[src/ssr_pkg.sv]
// ssr_pkg: constants and types of the synchronous serial receiver
// assumes a byte-wide register port with eight register slots
package ssr_pkg;

  // register slots on the register port
  localparam logic [2:0] ADDR_TXSTA = 3'h0; // transmit status/control
  localparam logic [2:0] ADDR_RCSTA = 3'h1; // receive status/control
  localparam logic [2:0] ADDR_RXDAT = 3'h2; // receive data
  localparam logic [2:0] ADDR_BAUD  = 3'h3; // baud control
  localparam logic [2:0] ADDR_DIVL  = 3'h4; // baud divisor low
  localparam logic [2:0] ADDR_DIVH  = 3'h5; // baud divisor high
  localparam logic [2:0] ADDR_IRQF  = 3'h6; // peripheral irq flags 1
  localparam logic [2:0] ADDR_IRQE  = 3'h7; // peripheral irq enable 1

  // bit positions
  localparam int TS_CLOCK_SOURCE_HOST_SELECT = 7; // clock source host select
  localparam int TS_SYNC = 4; // synchronous mode
  localparam int RS_PORT_ENABLE = 7; // port enable
  localparam int RS_RX9  = 6; // nine bit receive select
  localparam int RS_SINGLE_RECEIVE_ENABLE = 5; // single receive enable
  localparam int RS_CONTINUOUS_RECEIVE_ENABLE = 4; // continuous receive enable
  localparam int BC_CLOCK_POLARITY_BIT = 4; // clock polarity bit

  // masks of writable and read-only fields
  localparam logic [7:0] TS_WMASK   = 8'hfd; // all but transmit idle
  localparam logic [7:0] TS_TRMT_M  = 8'h02; // transmit idle, reads one
  localparam logic [7:0] RS_WMASK   = 8'hf8; // enables, nine bit, addr
  localparam logic [7:0] RS_OVERRUN_ERROR_FLAG_M  = 8'h02; // overrun error flag
  localparam logic [7:0] RS_RECEIVED_NINTH_BIT_M  = 8'h01; // received ninth bit
  localparam logic [7:0] BC_WMASK   = 8'h1b; // polarity, divisor mode
  localparam logic [7:0] BC_RCIDL_M = 8'h40; // receiver idle
  localparam logic [7:0] IRQ_RC_M   = 8'h20; // receive complete
  localparam logic [7:0] REG_RST    = 8'h00; // reset value of registers

  // character and queue sizes
  localparam logic [3:0]  BIT_FIRST  = 4'h0;
  localparam logic [3:0]  CHAR8_LAST = 4'h7;
  localparam logic [3:0]  CHAR9_LAST = 4'h8;
  localparam logic [1:0]  Q_EMPTY    = 2'h0;
  localparam logic [1:0]  Q_ONE      = 2'h1;
  localparam logic [1:0]  Q_FULL     = 2'h2;
  localparam logic [15:0] DIV_ZERO   = 16'h0000;

  // one received character
  typedef struct packed {
    logic       ninth; // ninth, most significant bit
    logic [7:0] data;  // low eight bits
  } ssr_char_s;

  // host shift clock phases
  typedef enum logic [1:0] {
    ST_IDLE,  // no clock, pin at idle level
    ST_REST,  // half period at idle level
    ST_DRIVE  // half period at active level
  } ssr_clk_e;

endpackage : ssr_pkg

[src/ssr_receiver.sv]
// ssr_receiver: synchronous half-duplex receive path of a serial port
// assumes a same-clock register master and clock/data pins from outside

// Behaviour
// - host receive leaves data pin undriven
// - either receive enable starts reception
// - single receive: one character, then clear
// - continuous receive clocks until cleared
// - continuous cleared midway: stop, discard character
// - both set: single clears after first
// - sample data on trailing clock edge
// - full character sets flag, enters queue
// - data register shows oldest low byte
// - flag stays while queue holds characters
// - client mode: clock pin undriven, input clock
// - sender changes data on leading edge
// - third character sets overrun, keeps queue
// - overrun blocks reception, queue stays readable
// - single-mode overrun cleared by data read
// - continuous overrun cleared by enable clear
// - nine bit mode shifts nine bits
// - ninth bit field shows oldest ninth
// - sync, no host select: client mode
// - host drives one clock per bit
// - polarity bit sets idle level and edges
module ssr_receiver
  import ssr_pkg::*;
(
  input  wire logic       clk,            // system clock
  input  wire logic       rst_n,          // synchronous reset, low
  input  wire logic [2:0] reg_addr,       // register slot
  input  wire logic [7:0] reg_wdata,      // write data
  input  wire logic       reg_wr,         // write strobe
  input  wire logic       reg_rd,         // read strobe
  output logic      [7:0] reg_rdata,      // read data, next cycle
  input  wire logic       clock_pin_in,   // clock pin level
  output logic            clock_pin_out,  // clock pin drive value
  output logic            clock_pin_oe,   // clock pin drive enable
  input  wire logic       data_pin_in,    // data pin level
  output logic            data_pin_out,   // data pin drive value
  output logic            data_pin_oe,    // data pin drive enable
  output logic            receive_complete_flag // queue not empty
);

  // register storage
  logic [7:0] txsta_ff, rcsta_ff, baud_ff, divl_ff, divh_ff, irqe_ff;
  logic [7:0] nxt_rcsta;
  logic [7:0] rdata_ff, nxt_rdata;
  logic       overrun_error_flag_ff, nxt_overrun_error_flag;
  logic       overrun_error_flag_cont_ff, nxt_overrun_error_flag_cont;
  // pin synchronisers
  logic       ck_s1_ff, ck_s2_ff, ck_s3_ff;
  logic       dt_s1_ff, dt_s2_ff;
  // host clock generator
  ssr_clk_e   state_ff, nxt_state;
  logic [15:0] div_cnt_ff, nxt_div_cnt;
  // shift path and queue
  logic [3:0] bit_cnt_ff, nxt_bit_cnt;
  logic [8:0] sr_ff, nxt_sr;
  ssr_char_s  q_ff [2];
  ssr_char_s  nxt_q [2];
  logic [1:0] cnt_ff, nxt_cnt;
  // pin outputs
  logic       ck_out_ff, ck_oe_ff, dt_out_ff, dt_oe_ff, receive_complete_flag_ff;

  // register index match
  function automatic logic hit(input logic [2:0] a,
                               input logic [2:0] slot);
    hit = (a == slot);
  endfunction : hit

  // configuration decode
  wire port_enable     = rcsta_ff[RS_PORT_ENABLE];
  wire single_receive_enable     = rcsta_ff[RS_SINGLE_RECEIVE_ENABLE];
  wire continuous_receive_enable     = rcsta_ff[RS_CONTINUOUS_RECEIVE_ENABLE];
  wire rx9      = rcsta_ff[RS_RX9];
  wire clock_source_host_select     = txsta_ff[TS_CLOCK_SOURCE_HOST_SELECT];
  wire sync_md  = txsta_ff[TS_SYNC];
  wire clock_polarity_bit     = baud_ff[BC_CLOCK_POLARITY_BIT];
  wire [15:0] divisor = {divh_ff, divl_ff};

  // receive enables and mode selection
  wire rx_en      = port_enable & sync_md & (single_receive_enable | continuous_receive_enable);
  wire rx_run     = rx_en & ~overrun_error_flag_ff;
  wire host_run   = rx_run & clock_source_host_select;
  wire client_run = rx_run & ~clock_source_host_select;

  // bus strobes by slot
  wire wr_txsta = reg_wr & hit(reg_addr, ADDR_TXSTA);
  wire wr_rcsta = reg_wr & hit(reg_addr, ADDR_RCSTA);
  wire wr_baud  = reg_wr & hit(reg_addr, ADDR_BAUD);
  wire wr_divl  = reg_wr & hit(reg_addr, ADDR_DIVL);
  wire wr_divh  = reg_wr & hit(reg_addr, ADDR_DIVH);
  wire wr_irqe  = reg_wr & hit(reg_addr, ADDR_IRQE);
  wire rd_data  = reg_rd & hit(reg_addr, ADDR_RXDAT);

  // host half-period tick from the divisor
  wire half_tick = host_run & (div_cnt_ff == divisor);
  assign nxt_div_cnt = (!host_run || half_tick) ? DIV_ZERO
                     : 16'(div_cnt_ff + 16'h0001);

  // client trailing edge: clock returns to its idle level
  wire client_trail = client_run & (ck_s3_ff != clock_polarity_bit)
                    & (ck_s2_ff == clock_polarity_bit);

  // sampling moments and character completion
  wire host_trail = host_run & half_tick & (state_ff == ST_DRIVE);
  wire sample     = host_trail | client_trail;
  wire [3:0] last_idx = rx9 ? CHAR9_LAST : CHAR8_LAST;
  wire char_done  = sample & (bit_cnt_ff == last_idx);
  wire pop        = rd_data & (cnt_ff != Q_EMPTY);
  wire ovf_evt    = char_done & (cnt_ff == Q_FULL) & ~pop;
  wire push       = char_done & ~ovf_evt;
  wire busy       = (state_ff != ST_IDLE) | (bit_cnt_ff != BIT_FIRST);

  // new character from the shift register
  ssr_char_s new_char;
  assign new_char.data  = nxt_sr[7:0];
  assign new_char.ninth = rx9 & nxt_sr[8];

  // host clock phase sequencing
  always_comb begin
    nxt_state = state_ff;
    unique case (state_ff)
      ST_IDLE: begin
        if (host_run) nxt_state = ST_REST;
      end
      ST_REST: begin
        if (!host_run) nxt_state = ST_IDLE;
        else if (half_tick) nxt_state = ST_DRIVE;
      end
      ST_DRIVE: begin
        if (!host_run) nxt_state = ST_IDLE;
        else if (half_tick) nxt_state = ST_REST;
      end
    endcase
  end

  // bit counter, cleared when reception stops midway
  assign nxt_bit_cnt = (!rx_run || char_done) ? BIT_FIRST
                     : sample ? 4'(bit_cnt_ff + 4'h1)
                     : bit_cnt_ff;

  // shift register: each sampled bit lands at its own index
  always_comb begin
    nxt_sr = sr_ff;
    if (sample) nxt_sr[bit_cnt_ff] = dt_s2_ff;
  end

  // two-entry receive queue, oldest at slot zero
  always_comb begin
    nxt_q[0] = q_ff[0];
    nxt_q[1] = q_ff[1];
    nxt_cnt  = cnt_ff;
    if (pop) begin
      nxt_q[0] = q_ff[1];
      nxt_cnt  = 2'(cnt_ff - Q_ONE);
    end
    if (push) begin
      if (nxt_cnt == Q_EMPTY) nxt_q[0] = new_char;
      else nxt_q[1] = new_char;
      nxt_cnt = 2'(nxt_cnt + Q_ONE);
    end
    if (!port_enable) nxt_cnt = Q_EMPTY;
  end

  // overrun flag: set wins, cleared as the mode of its origin says
  wire overrun_error_flag_clr = ~port_enable | (overrun_error_flag_cont_ff ? ~continuous_receive_enable : rd_data);
  assign nxt_overrun_error_flag = ovf_evt | (overrun_error_flag_ff & ~overrun_error_flag_clr);
  assign nxt_overrun_error_flag_cont = ovf_evt ? continuous_receive_enable : overrun_error_flag_cont_ff;

  // receive control: a write beats the self-clear of single receive
  assign nxt_rcsta = wr_rcsta ? (reg_wdata & RS_WMASK)
                   : char_done ? (rcsta_ff & ~(8'h01 << RS_SINGLE_RECEIVE_ENABLE))
                   : rcsta_ff;

  // read views
  ssr_char_s head;
  assign head = q_ff[0];
  wire [7:0] rd_txsta = txsta_ff | TS_TRMT_M;
  wire [7:0] rd_rcsta = rcsta_ff | (overrun_error_flag_ff ? RS_OVERRUN_ERROR_FLAG_M : REG_RST)
                      | (head.ninth ? RS_RECEIVED_NINTH_BIT_M : REG_RST);
  wire [7:0] rd_baud  = baud_ff | (busy ? REG_RST : BC_RCIDL_M);
  wire [7:0] rd_irqf  = (cnt_ff != Q_EMPTY) ? IRQ_RC_M : REG_RST;
  wire [7:0] rd_mux =
      hit(reg_addr, ADDR_TXSTA) ? rd_txsta :
      hit(reg_addr, ADDR_RCSTA) ? rd_rcsta :
      hit(reg_addr, ADDR_RXDAT) ? head.data :
      hit(reg_addr, ADDR_BAUD)  ? rd_baud  :
      hit(reg_addr, ADDR_DIVL)  ? divl_ff  :
      hit(reg_addr, ADDR_DIVH)  ? divh_ff  :
      hit(reg_addr, ADDR_IRQF)  ? rd_irqf  : irqe_ff;
  assign nxt_rdata = reg_rd ? rd_mux : REG_RST;

  // software registers
  always_ff @(posedge clk) begin
    if (!rst_n) begin
      txsta_ff <= REG_RST;
      rcsta_ff <= REG_RST;
      baud_ff  <= REG_RST;
      divl_ff  <= REG_RST;
      divh_ff  <= REG_RST;
      irqe_ff  <= REG_RST;
      rdata_ff <= REG_RST;
    end else begin
      if (wr_txsta) txsta_ff <= reg_wdata & TS_WMASK;
      rcsta_ff <= nxt_rcsta;
      if (wr_baud) baud_ff <= reg_wdata & BC_WMASK;
      if (wr_divl) divl_ff <= reg_wdata;
      if (wr_divh) divh_ff <= reg_wdata;
      if (wr_irqe) irqe_ff <= reg_wdata;
      rdata_ff <= nxt_rdata;
    end
  end

  // two-flop synchronisers for the pins, plus a delayed clock copy
  always_ff @(posedge clk) begin
    if (!rst_n) begin
      ck_s1_ff <= 1'b0;
      ck_s2_ff <= 1'b0;
      ck_s3_ff <= 1'b0;
      dt_s1_ff <= 1'b0;
      dt_s2_ff <= 1'b0;
    end else begin
      ck_s1_ff <= clock_pin_in;
      ck_s2_ff <= ck_s1_ff;
      ck_s3_ff <= ck_s2_ff;
      dt_s1_ff <= data_pin_in;
      dt_s2_ff <= dt_s1_ff;
    end
  end

  // receive datapath and status
  always_ff @(posedge clk) begin
    if (!rst_n) begin
      state_ff     <= ST_IDLE;
      div_cnt_ff   <= DIV_ZERO;
      bit_cnt_ff   <= BIT_FIRST;
      sr_ff        <= 9'h000;
      q_ff[0]      <= 9'h000;
      q_ff[1]      <= 9'h000;
      cnt_ff       <= Q_EMPTY;
      overrun_error_flag_ff      <= 1'b0;
      overrun_error_flag_cont_ff <= 1'b0;
    end else begin
      state_ff     <= nxt_state;
      div_cnt_ff   <= nxt_div_cnt;
      bit_cnt_ff   <= nxt_bit_cnt;
      sr_ff        <= nxt_sr;
      q_ff[0]      <= nxt_q[0];
      q_ff[1]      <= nxt_q[1];
      cnt_ff       <= nxt_cnt;
      overrun_error_flag_ff      <= nxt_overrun_error_flag;
      overrun_error_flag_cont_ff <= nxt_overrun_error_flag_cont;
    end
  end

  // pin drivers; the data pin is never driven by the receiver
  always_ff @(posedge clk) begin
    if (!rst_n) begin
      ck_out_ff <= 1'b0;
      ck_oe_ff  <= 1'b0;
      dt_out_ff <= 1'b0;
      dt_oe_ff  <= 1'b0;
      receive_complete_flag_ff   <= 1'b0;
    end else begin
      ck_out_ff <= clock_polarity_bit ^ (nxt_state == ST_DRIVE);
      ck_oe_ff  <= port_enable & sync_md & clock_source_host_select;
      dt_out_ff <= 1'b0;
      dt_oe_ff  <= 1'b0;
      receive_complete_flag_ff   <= (nxt_cnt != Q_EMPTY);
    end
  end

  assign reg_rdata             = rdata_ff;
  assign clock_pin_out         = ck_out_ff;
  assign clock_pin_oe          = ck_oe_ff;
  assign data_pin_out          = dt_out_ff;
  assign data_pin_oe           = dt_oe_ff;
  assign receive_complete_flag = receive_complete_flag_ff;
endmodule : ssr_receiver

[config.mk]
export PLATFORM = sky130hd
export DESIGN_NAME = ssr_receiver
export DESIGN_NICKNAME = d
export VERILOG_FILES = /design/src/ssr_pkg.sv /design/src/ssr_receiver.sv
export SDC_FILE = /design/constraint.sdc
export NUM_CORES = 1
export LEC_CHECK = 0
export ABC_CLOCK_PERIOD_IN_PS = 2900
export BUFFER_PORTS_ARGS = -buffer_cell sky130_fd_sc_hd__buf_2
export CAP_MARGIN = 20
export CORE_MARGIN = 5
export CORE_UTILIZATION = 47
export DETAILED_ROUTE_END_ITERATION = 10
export HOLD_SLACK_MARGIN = 0.08
export PLACE_DENSITY = 0.67
export SYNTH_ARGS = -nofsm -noshare
export SYNTH_HDL_FRONTEND = slang
export SYNTH_SLANG_ARGS = --single-unit
export TNS_END_PERCENT = 1
[constraint.sdc]
create_clock -name clk -period 2.9 [get_ports clk]
set_input_delay 0.29 -clock clk [delete_from_list [all_inputs] [get_ports clk]]
set_output_delay 0.29 -clock clk [all_outputs]
set_load 0.01 [all_outputs]
==> results.cfg, run 1 <==
[synthesis]
synth_largest_type_area_fraction_pct = 41.8
yosys_most_used_dff = dfxtp_1
seq_area_frac_synth_pct = 41.8
async_flop_share_pct = 0
synth_edf_count = 0
synthesis.area_mm2 = 0.00522
synth_area_per_cell_um2 = 8.37
post-synth-top-area-cell = dfxtp_1
synth.top_cells.by_area = dfxtp_1, nand2_1, a21oi_1, mux2i_1, xor2_1
yosys-top-cells-count = dfxtp_1, nand2_1, a21oi_1
synthesis.instances = 623
synth_most_common_cell = dfxtp_1
yosys_warnings = 0
yosys.cell_types.count = 59
ys_ff_latch = 109

[critical_path]
critPathKind = flop to flop
worst_setup_end_kind = flop
r2r_cells = 9
critical_path_arrival_ns = 2.90
worst_r2r_startpoint = cnt_ff[0]
critical_path_required_ns = 3.23
worst_setup_path_startpoint = cnt_ff[0]
rrSetupSlack_ns = 0.33
reg2reg_to = q_ff[0][17]
cp-start-kind = flop
critical_path_peak_fanout = 13

[hold_path]
worst_hold_path.endpoint = ck_s1_ff
hp_start = clock_pin_in
timing.hold.worst_path_depth = 2
worst_hold_path_type = input port to flop

[sta]
timing_max_transition_violations_final = 0
fin_crit_ns = 2.57
worst_hold_slack_ns = 0.109
post-route-period-util_pct = 88.6
hold_violations = 0
timing.slew.headroom_pct = 39.8
rsz_0062_raised_after_global_routing = false
max_slew.worst_pin.slew_ns = 0.896
setup_tns_ns = 0
setup_viol_count_final = 0
worst_clock_skew_ns = 0.0112
fmax_ghz = 0.389

[die]
num_rows = 38
num_io_pins = 30
floorplan.die_area_mm2 = 0.0133
core-area_mm2 = 0.0108
fp.dieH_um = 115
die_span_in_x_um = 115
start_util_pct = 48.1

[clocking]
clock_path_buffers = 2
cts-resized-gates = 0
post-cts-setup-buffer-count = 0
postCtsHoldBufs = 0
insertion_delay_ns = 0.39
tritoncts_clock_tree = yes
clk_root_buffer_cell = clkbuf_8
cts.clk_slew.worst_paths_ns = 0.11
cts_buffers = 9
htree_levels = 3
tritoncts_num_sinks = 109

[grt]
grt_max_degree = 51
track_usage_pct = 20.1
grt_pass1_vias = 4322
overflow = 0
wire_length_of_the_first_global_routing_pass_mm = 21.2
antenna_violations_before_repair = 0

[routing]
first_pass_iters = 5
dr.first_iter.drc_count = 494
antenna_left = 0
remaining_drc_errors = 0
route.vias.total = 4463
route.detailed.wl_per_inst_um = 16.4
routed_wirelength_mm = 12.8
routed_vias_inst = 5.71

[power]
power_density_mw_per_mm2 = 479
vdd.ir_drop.worst_mv = 0.270
p_leak_nw = 2.10

[placement]
place.detailed.hpwl_mm = 9.33
numPortBuffers = 27
dp.cells = 766
gp_congestion = 0.842
placement.cell_area_mm2 = 0.00546

[final_layout]
design_area_final_mm2 = 0.00568
fill_cells = 1017
final-instance-count-excl-fill = 782
synthToLayoutAreaGrowth_pct = 8.87
drive_gt1_share_pct = 12.6
finalNetCount = 665
insertedDiodeCount = 0

[run_status]
outcome = finished clean

[flow_run]
max_cap_violation_count = 0
==> through the flow <==
step | power (W) | util (%) | worst slack (ns)
final | 0.00272 | 52.4 | 0.332
after global routing | 0.00283 | 52.4 | 0.0511
after CTS | 0.00274 | 52.4 | 0.318
after detailed placement | 0.00173 | 50.4 | 0.300
after global placement | 0.00173 | 50.4 | 0.379
after floorplan | 0.00167 | - | 0.202
==> area by class of cell <==
class                      count  area (um2)  area share, %
clock buffer                   9         124           2.18
clock inverter                 7        97.6           1.72
inverter                      20        75.1           1.32
multi-input combinational    461        2820           49.7
sequential                   109        2180           38.4
tap                          140         175           3.08
timing repair buffer          36         203           3.57
==> critical path: stages (launching register included) <==
cell,delay (ns)
dfxtp_1,0.32
inv_1,0.07
ha_1,0.23
or2_2,0.44
o21ai_0,0.36
inv_1,0.09
ha_1,0.30
buf_4,0.21
or3_1,0.37
a21oi_1,0.14
==> layout by cell type, fill, tap and decap left out, types with 6 or more instances in the layout <==
cell type | synthesis | layout
dfxtp_1 | 109 | 109
nand2_1 | 103 | 103
buf_2 | 1 | 27
a211oi_1 | 14 | 14
mux2_2 | 17 | 17
inv_1 | 20 | 19
a21oi_1 | 66 | 66
nor2_1 | 48 | 48
clkbuf_8 | 0 | 9
or3_1 | 6 | 6
buf_4 | 3 | 9
mux2i_1 | 21 | 21
nand4_1 | 13 | 13
nor3_1 | 13 | 13
xor2_1 | 24 | 24
nand3_1 | 25 | 25
o21ai_0 | 26 | 26
ha_1 | 11 | 11
and3_1 | 6 | 6
==> worst max path at each step <==
stage                        endpoint
after floorplan           q_ff[0][13]
after global placement    q_ff[0][17]
after detailed placement  q_ff[0][17]
after CTS                 q_ff[0][17]
after global routing       q_ff[0][5]
final                     q_ff[0][17]
==> per-layer routing <==
metal / wire length (um) / track usage (%)
met1: 5630 / 26.0
met2: 6200 / 33.2
met3: 673 / 4.42
met4: 323 / 7.04
met5: 0 / 0
==> kinds of logic (layout without fill, tap and decap cells) <==
family,after synthesis,count (layout),synth area share (%)
simple gates,242,242,21.3
compound gates,137,137,16.6
flops,109,109,41.8
buf+inv,54,72,4.12
mux,40,40,8.63
xor+xnor,29,29,4.87
fa+ha+maj,11,11,2.64
other cells,1,2,0.0719
==> registers in the layout (all words and copies together), names as in the netlist <==
name and flops:
ck_s3_ff 1, divh_ff 8, q_ff 18, clock_pin_out 1, irqe_ff 8, receive_complete_flag 1
state_ff 2, baud_ff 4, overrun_error_flag_ff 1, clock_pin_oe 1, divl_ff 8, ck_s1_ff 1
overrun_error_flag_cont_ff 1, dt_s1_ff 1, bit_cnt_ff 4, ck_s2_ff 1, cnt_ff 2, reg_rdata 8
txsta_ff 7, div_cnt_ff 16, sr_ff 9, dt_s2_ff 1, rcsta_ff 5
==> power by group <==
part           total (W)  internal (W)  leakage (nW)  switching [W]
Combinational   0.000168     0.0000552          1.11       0.000112
Sequential       0.00153       0.00151         0.881      0.0000137
Clock            0.00103      0.000491         0.106       0.000535
Total            0.00272       0.00206          2.10       0.000661
No activity file was read; power rests on OpenSTA's default activity.
==> run 2, diff against run 1 <==
ABC_AREA = 1   (was not set)
ABC_CLOCK_PERIOD_IN_PS = 2100   (was 2900)
SETUP_SLACK_MARGIN = 0.3   (was not set)
clock period = 2.1 ns   (was 2.9 ns; I/O delays follow)
==> results.cfg, run 2 <==
[critical_path]
worst_setup_end_kind = flop
cp_num_buf_inv = 2
slowest_stage = dfxtp_2
r2r_cells = 10
critical_path_peak_fanout = 5
rrSetupSlack_ns = 0.27
worst_r2r_startpoint = div_cnt_ff[0]
worstSetupPathDepth = 10
reg2reg_to = div_cnt_ff[14]
cp_cell_sequence = ha_1 > nand2_1 > nor2_1 > inv_1 > nor4_1 > buf_4 > nand4_1 > nor2_2 > nand4_1 > a21oi_2
critical_path_required_ns = 2.39
cp-start-kind = flop
critPathKind = flop to flop
critical_path_arrival_ns = 2.12
critical_path.most_common_cell = nand4_1
critical-path-top-delay-family = simple AND/OR/NAND/NOR gates
cp_slowest_stage_delay_ns = 0.37

[final_layout]
drive_gt1_share_pct = 21.1
finalNetCount = 833
fill_cells = 1011
insertedDiodeCount = 0
largest_register = q_ff
synthToLayoutAreaGrowth_pct = 20.1
commonest_cells_after_routing_fill_and_taps_aside = nand2_1, inv_1, dfxtp_1
max_ffs_per_register = 18
reg.largest.list = q_ff x18, div_cnt_ff x16, sr_ff x9
layout_commonest_cell = nand2_1
finalCoreUtilization_pct = 57.9

[routing]
dr.first_iter.drc_count = 324
route.vias.total = 5142
first_pass_iters = 7
routed_wirelength_mm = 14.5
antenna_left = 0
route.detailed.wl_per_inst_um = 15.3
remaining_drc_errors = 0
routed_vias_inst = 5.41

[clocking]
htree_levels = 3
tritoncts_clock_tree = yes
insertion_delay_ns = 0.36
cts_buffers = 9
clk_root_buffer_cell = clkbuf_16
tritoncts_num_sinks = 109
cts.clk_slew.worst_paths_ns = 0.08
clock_path_buffers = 2

[placement]
numPortBuffers = 27
place.detailed.hpwl_mm = 10.3
placement.setup.worst_slack_ns = 0.0330
gp_congestion = 0.876

[synthesis]
post-synth-top-area-cell = dfxtp_1
async_flop_share_pct = 0
synth_largest_type_area_fraction_pct = 41.4
synth_area_per_cell_um2 = 7.07
ys_ff_latch = 109
synthesis.area_mm2 = 0.00528
seq_area_frac_synth_pct = 41.4
yosys_most_used_dff = dfxtp_1
synth_edf_count = 0
yosys-top-cells-count = nand2_1, dfxtp_1, inv_1
synthesis.instances = 746
synth_most_common_cell = nand2_1
yosys_warnings = 0
synth.top_cells.by_area = dfxtp_1, nand2_1, o21ai_0, a21oi_1, inv_1
yosys.cell_types.count = 47

[sta]
worst_hold_slack_ns = 0.151
post-route-period-util_pct = 87.4
hold_violations = 0
timing_max_transition_violations_final = 0
fmax_ghz = 0.545
setup_tns_ns = 0
fin_crit_ns = 1.83
max_slew.worst_pin.slew_ns = 0.502
rsz_0062_raised_after_global_routing = true
layout_setup_ws_ns = 0.266
setup_viol_count_final = 0
timing.slew.headroom_pct = 66.4
worst_clock_skew_ns = 0.0113

[die]
fp.dieH_um = 116
core-area_mm2 = 0.0109
start_util_pct = 48.2
floorplan.die_area_mm2 = 0.0134
num_io_pins = 30
num_rows = 38
die_span_in_x_um = 116

[grt]
grt_max_degree = 58
track_usage_pct = 22.4
wire_length_of_the_first_global_routing_pass_mm = 23.6
overflow = 0
grt_pass1_vias = 4671
antenna_violations_before_repair = 0

[power]
vdd.ir_drop.worst_mv = 0.567
p_leak_nw = 2.69
power_density_mw_per_mm2 = 639

[hold_path]
timing.hold.worst_path_depth = 3
worst_hold_path_type = input port to flop
hp_start = rst_n
worst_hold_path.endpoint = ck_s1_ff

[run_status]
outcome = finished clean

[flow_run]
max_cap_violation_count = 0
==> run 2: cell types whose count changed after synthesis, sizes merged, moves of 14 or more <==
cell    previous run  this run
mux2i             21         1
a211oi            14         0
o21ai             26        78
mux2              17         0
nand2            104       172
xor2              24         5
inv               20        95
nand3             25        42
nor2              49        87
==> run 2: repair_timing <==
action                                 CTS  global route
endpoints found under the hold margin    2             0
pin swaps                               14            20
buffers inserted                        12             9
cloned                                   3             0
setup endpoints to repair               35            40
resized for setup                       36            51
hold buffers                             2             0
==> run 2: worst max path at each step <==
stage,from,to,slack [ns]
detailed placement,rcsta_ff[7],q_ff[0][15],0.03
global route,div_cnt_ff[0],div_cnt_ff[14],0.08
global placement,rcsta_ff[7],q_ff[0][11],0.13
CTS,div_cnt_ff[11],q_ff[0][9],0.20
floorplan,cnt_ff[0],q_ff[0][2],0.31
finish,div_cnt_ff[0],div_cnt_ff[14],0.27
==> run 2: logic make-up (layout without fill, tap and decap cells) <==
family | after synthesis | in the layout | share of synthesized area (%)
mux | 1 | 1 | 0.190
xor+xnor | 6 | 6 | 0.996
compound gates | 174 | 174 | 18.2
buf+inv | 119 | 180 | 8.87
simple gates | 325 | 327 | 27.7
other cells | 1 | 2 | 0.0711
flops | 109 | 109 | 41.4
fa+ha+maj | 11 | 11 | 2.61
==> run 2: stage by stage <==
| step | std cells | power, W | area, um2 |
|---|---|---|---|
| global placement | 908 | 0.00245 | 5630 |
| detailed placement | 908 | 0.00245 | 5630 |
| finish | 950 | 0.00405 | 6330 |
| CTS | 941 | 0.00407 | 6160 |
| global route | 950 | 0.00420 | 6330 |
| floorplan | 747 | 0.00234 | 5290 |
==> run 2: where the power goes <==
part | total, W | internal, W | switching, W
logic | 0.000306 | 0.0000994 | 0.000207
clock network | 0.00163 | 0.000817 | 0.000812
registers | 0.00211 | 0.00209 | 0.0000204
==> run 2: per-layer routing <==
metal,wire length [um],up-vias,part of all wire [%],track usage [%]
met2,7120,151,49,37.3
met3,885,29,6.1,5.12
met4,276,0,1.9,6.42
met5,0,-,0,0
li1,-,2551,-,-
met1,6220,2411,43,29.3
==> run 2: cell type report <==
| cell class | instances | area (um2) | area share (%) |
|---|---|---|---|
| repair buffers | 64 | 447 | 7.05 |
| inverters | 99 | 390 | 6.16 |
| multi-input cells | 521 | 2810 | 44.3 |
| well taps | 140 | 175 | 2.77 |
| flip-flops and latches | 109 | 2230 | 35.3 |
| clock buffers | 10 | 229 | 3.61 |
| clock inverters | 6 | 47.5 | 0.751 |
| repair inverters | 1 | 6.26 | 0.0988 |
==> run 2: worst min-delay path, cell delays in order <==
cell and delay [ns]:
buf_2 0.16, nand2_1 0.07, inv_1 0.03
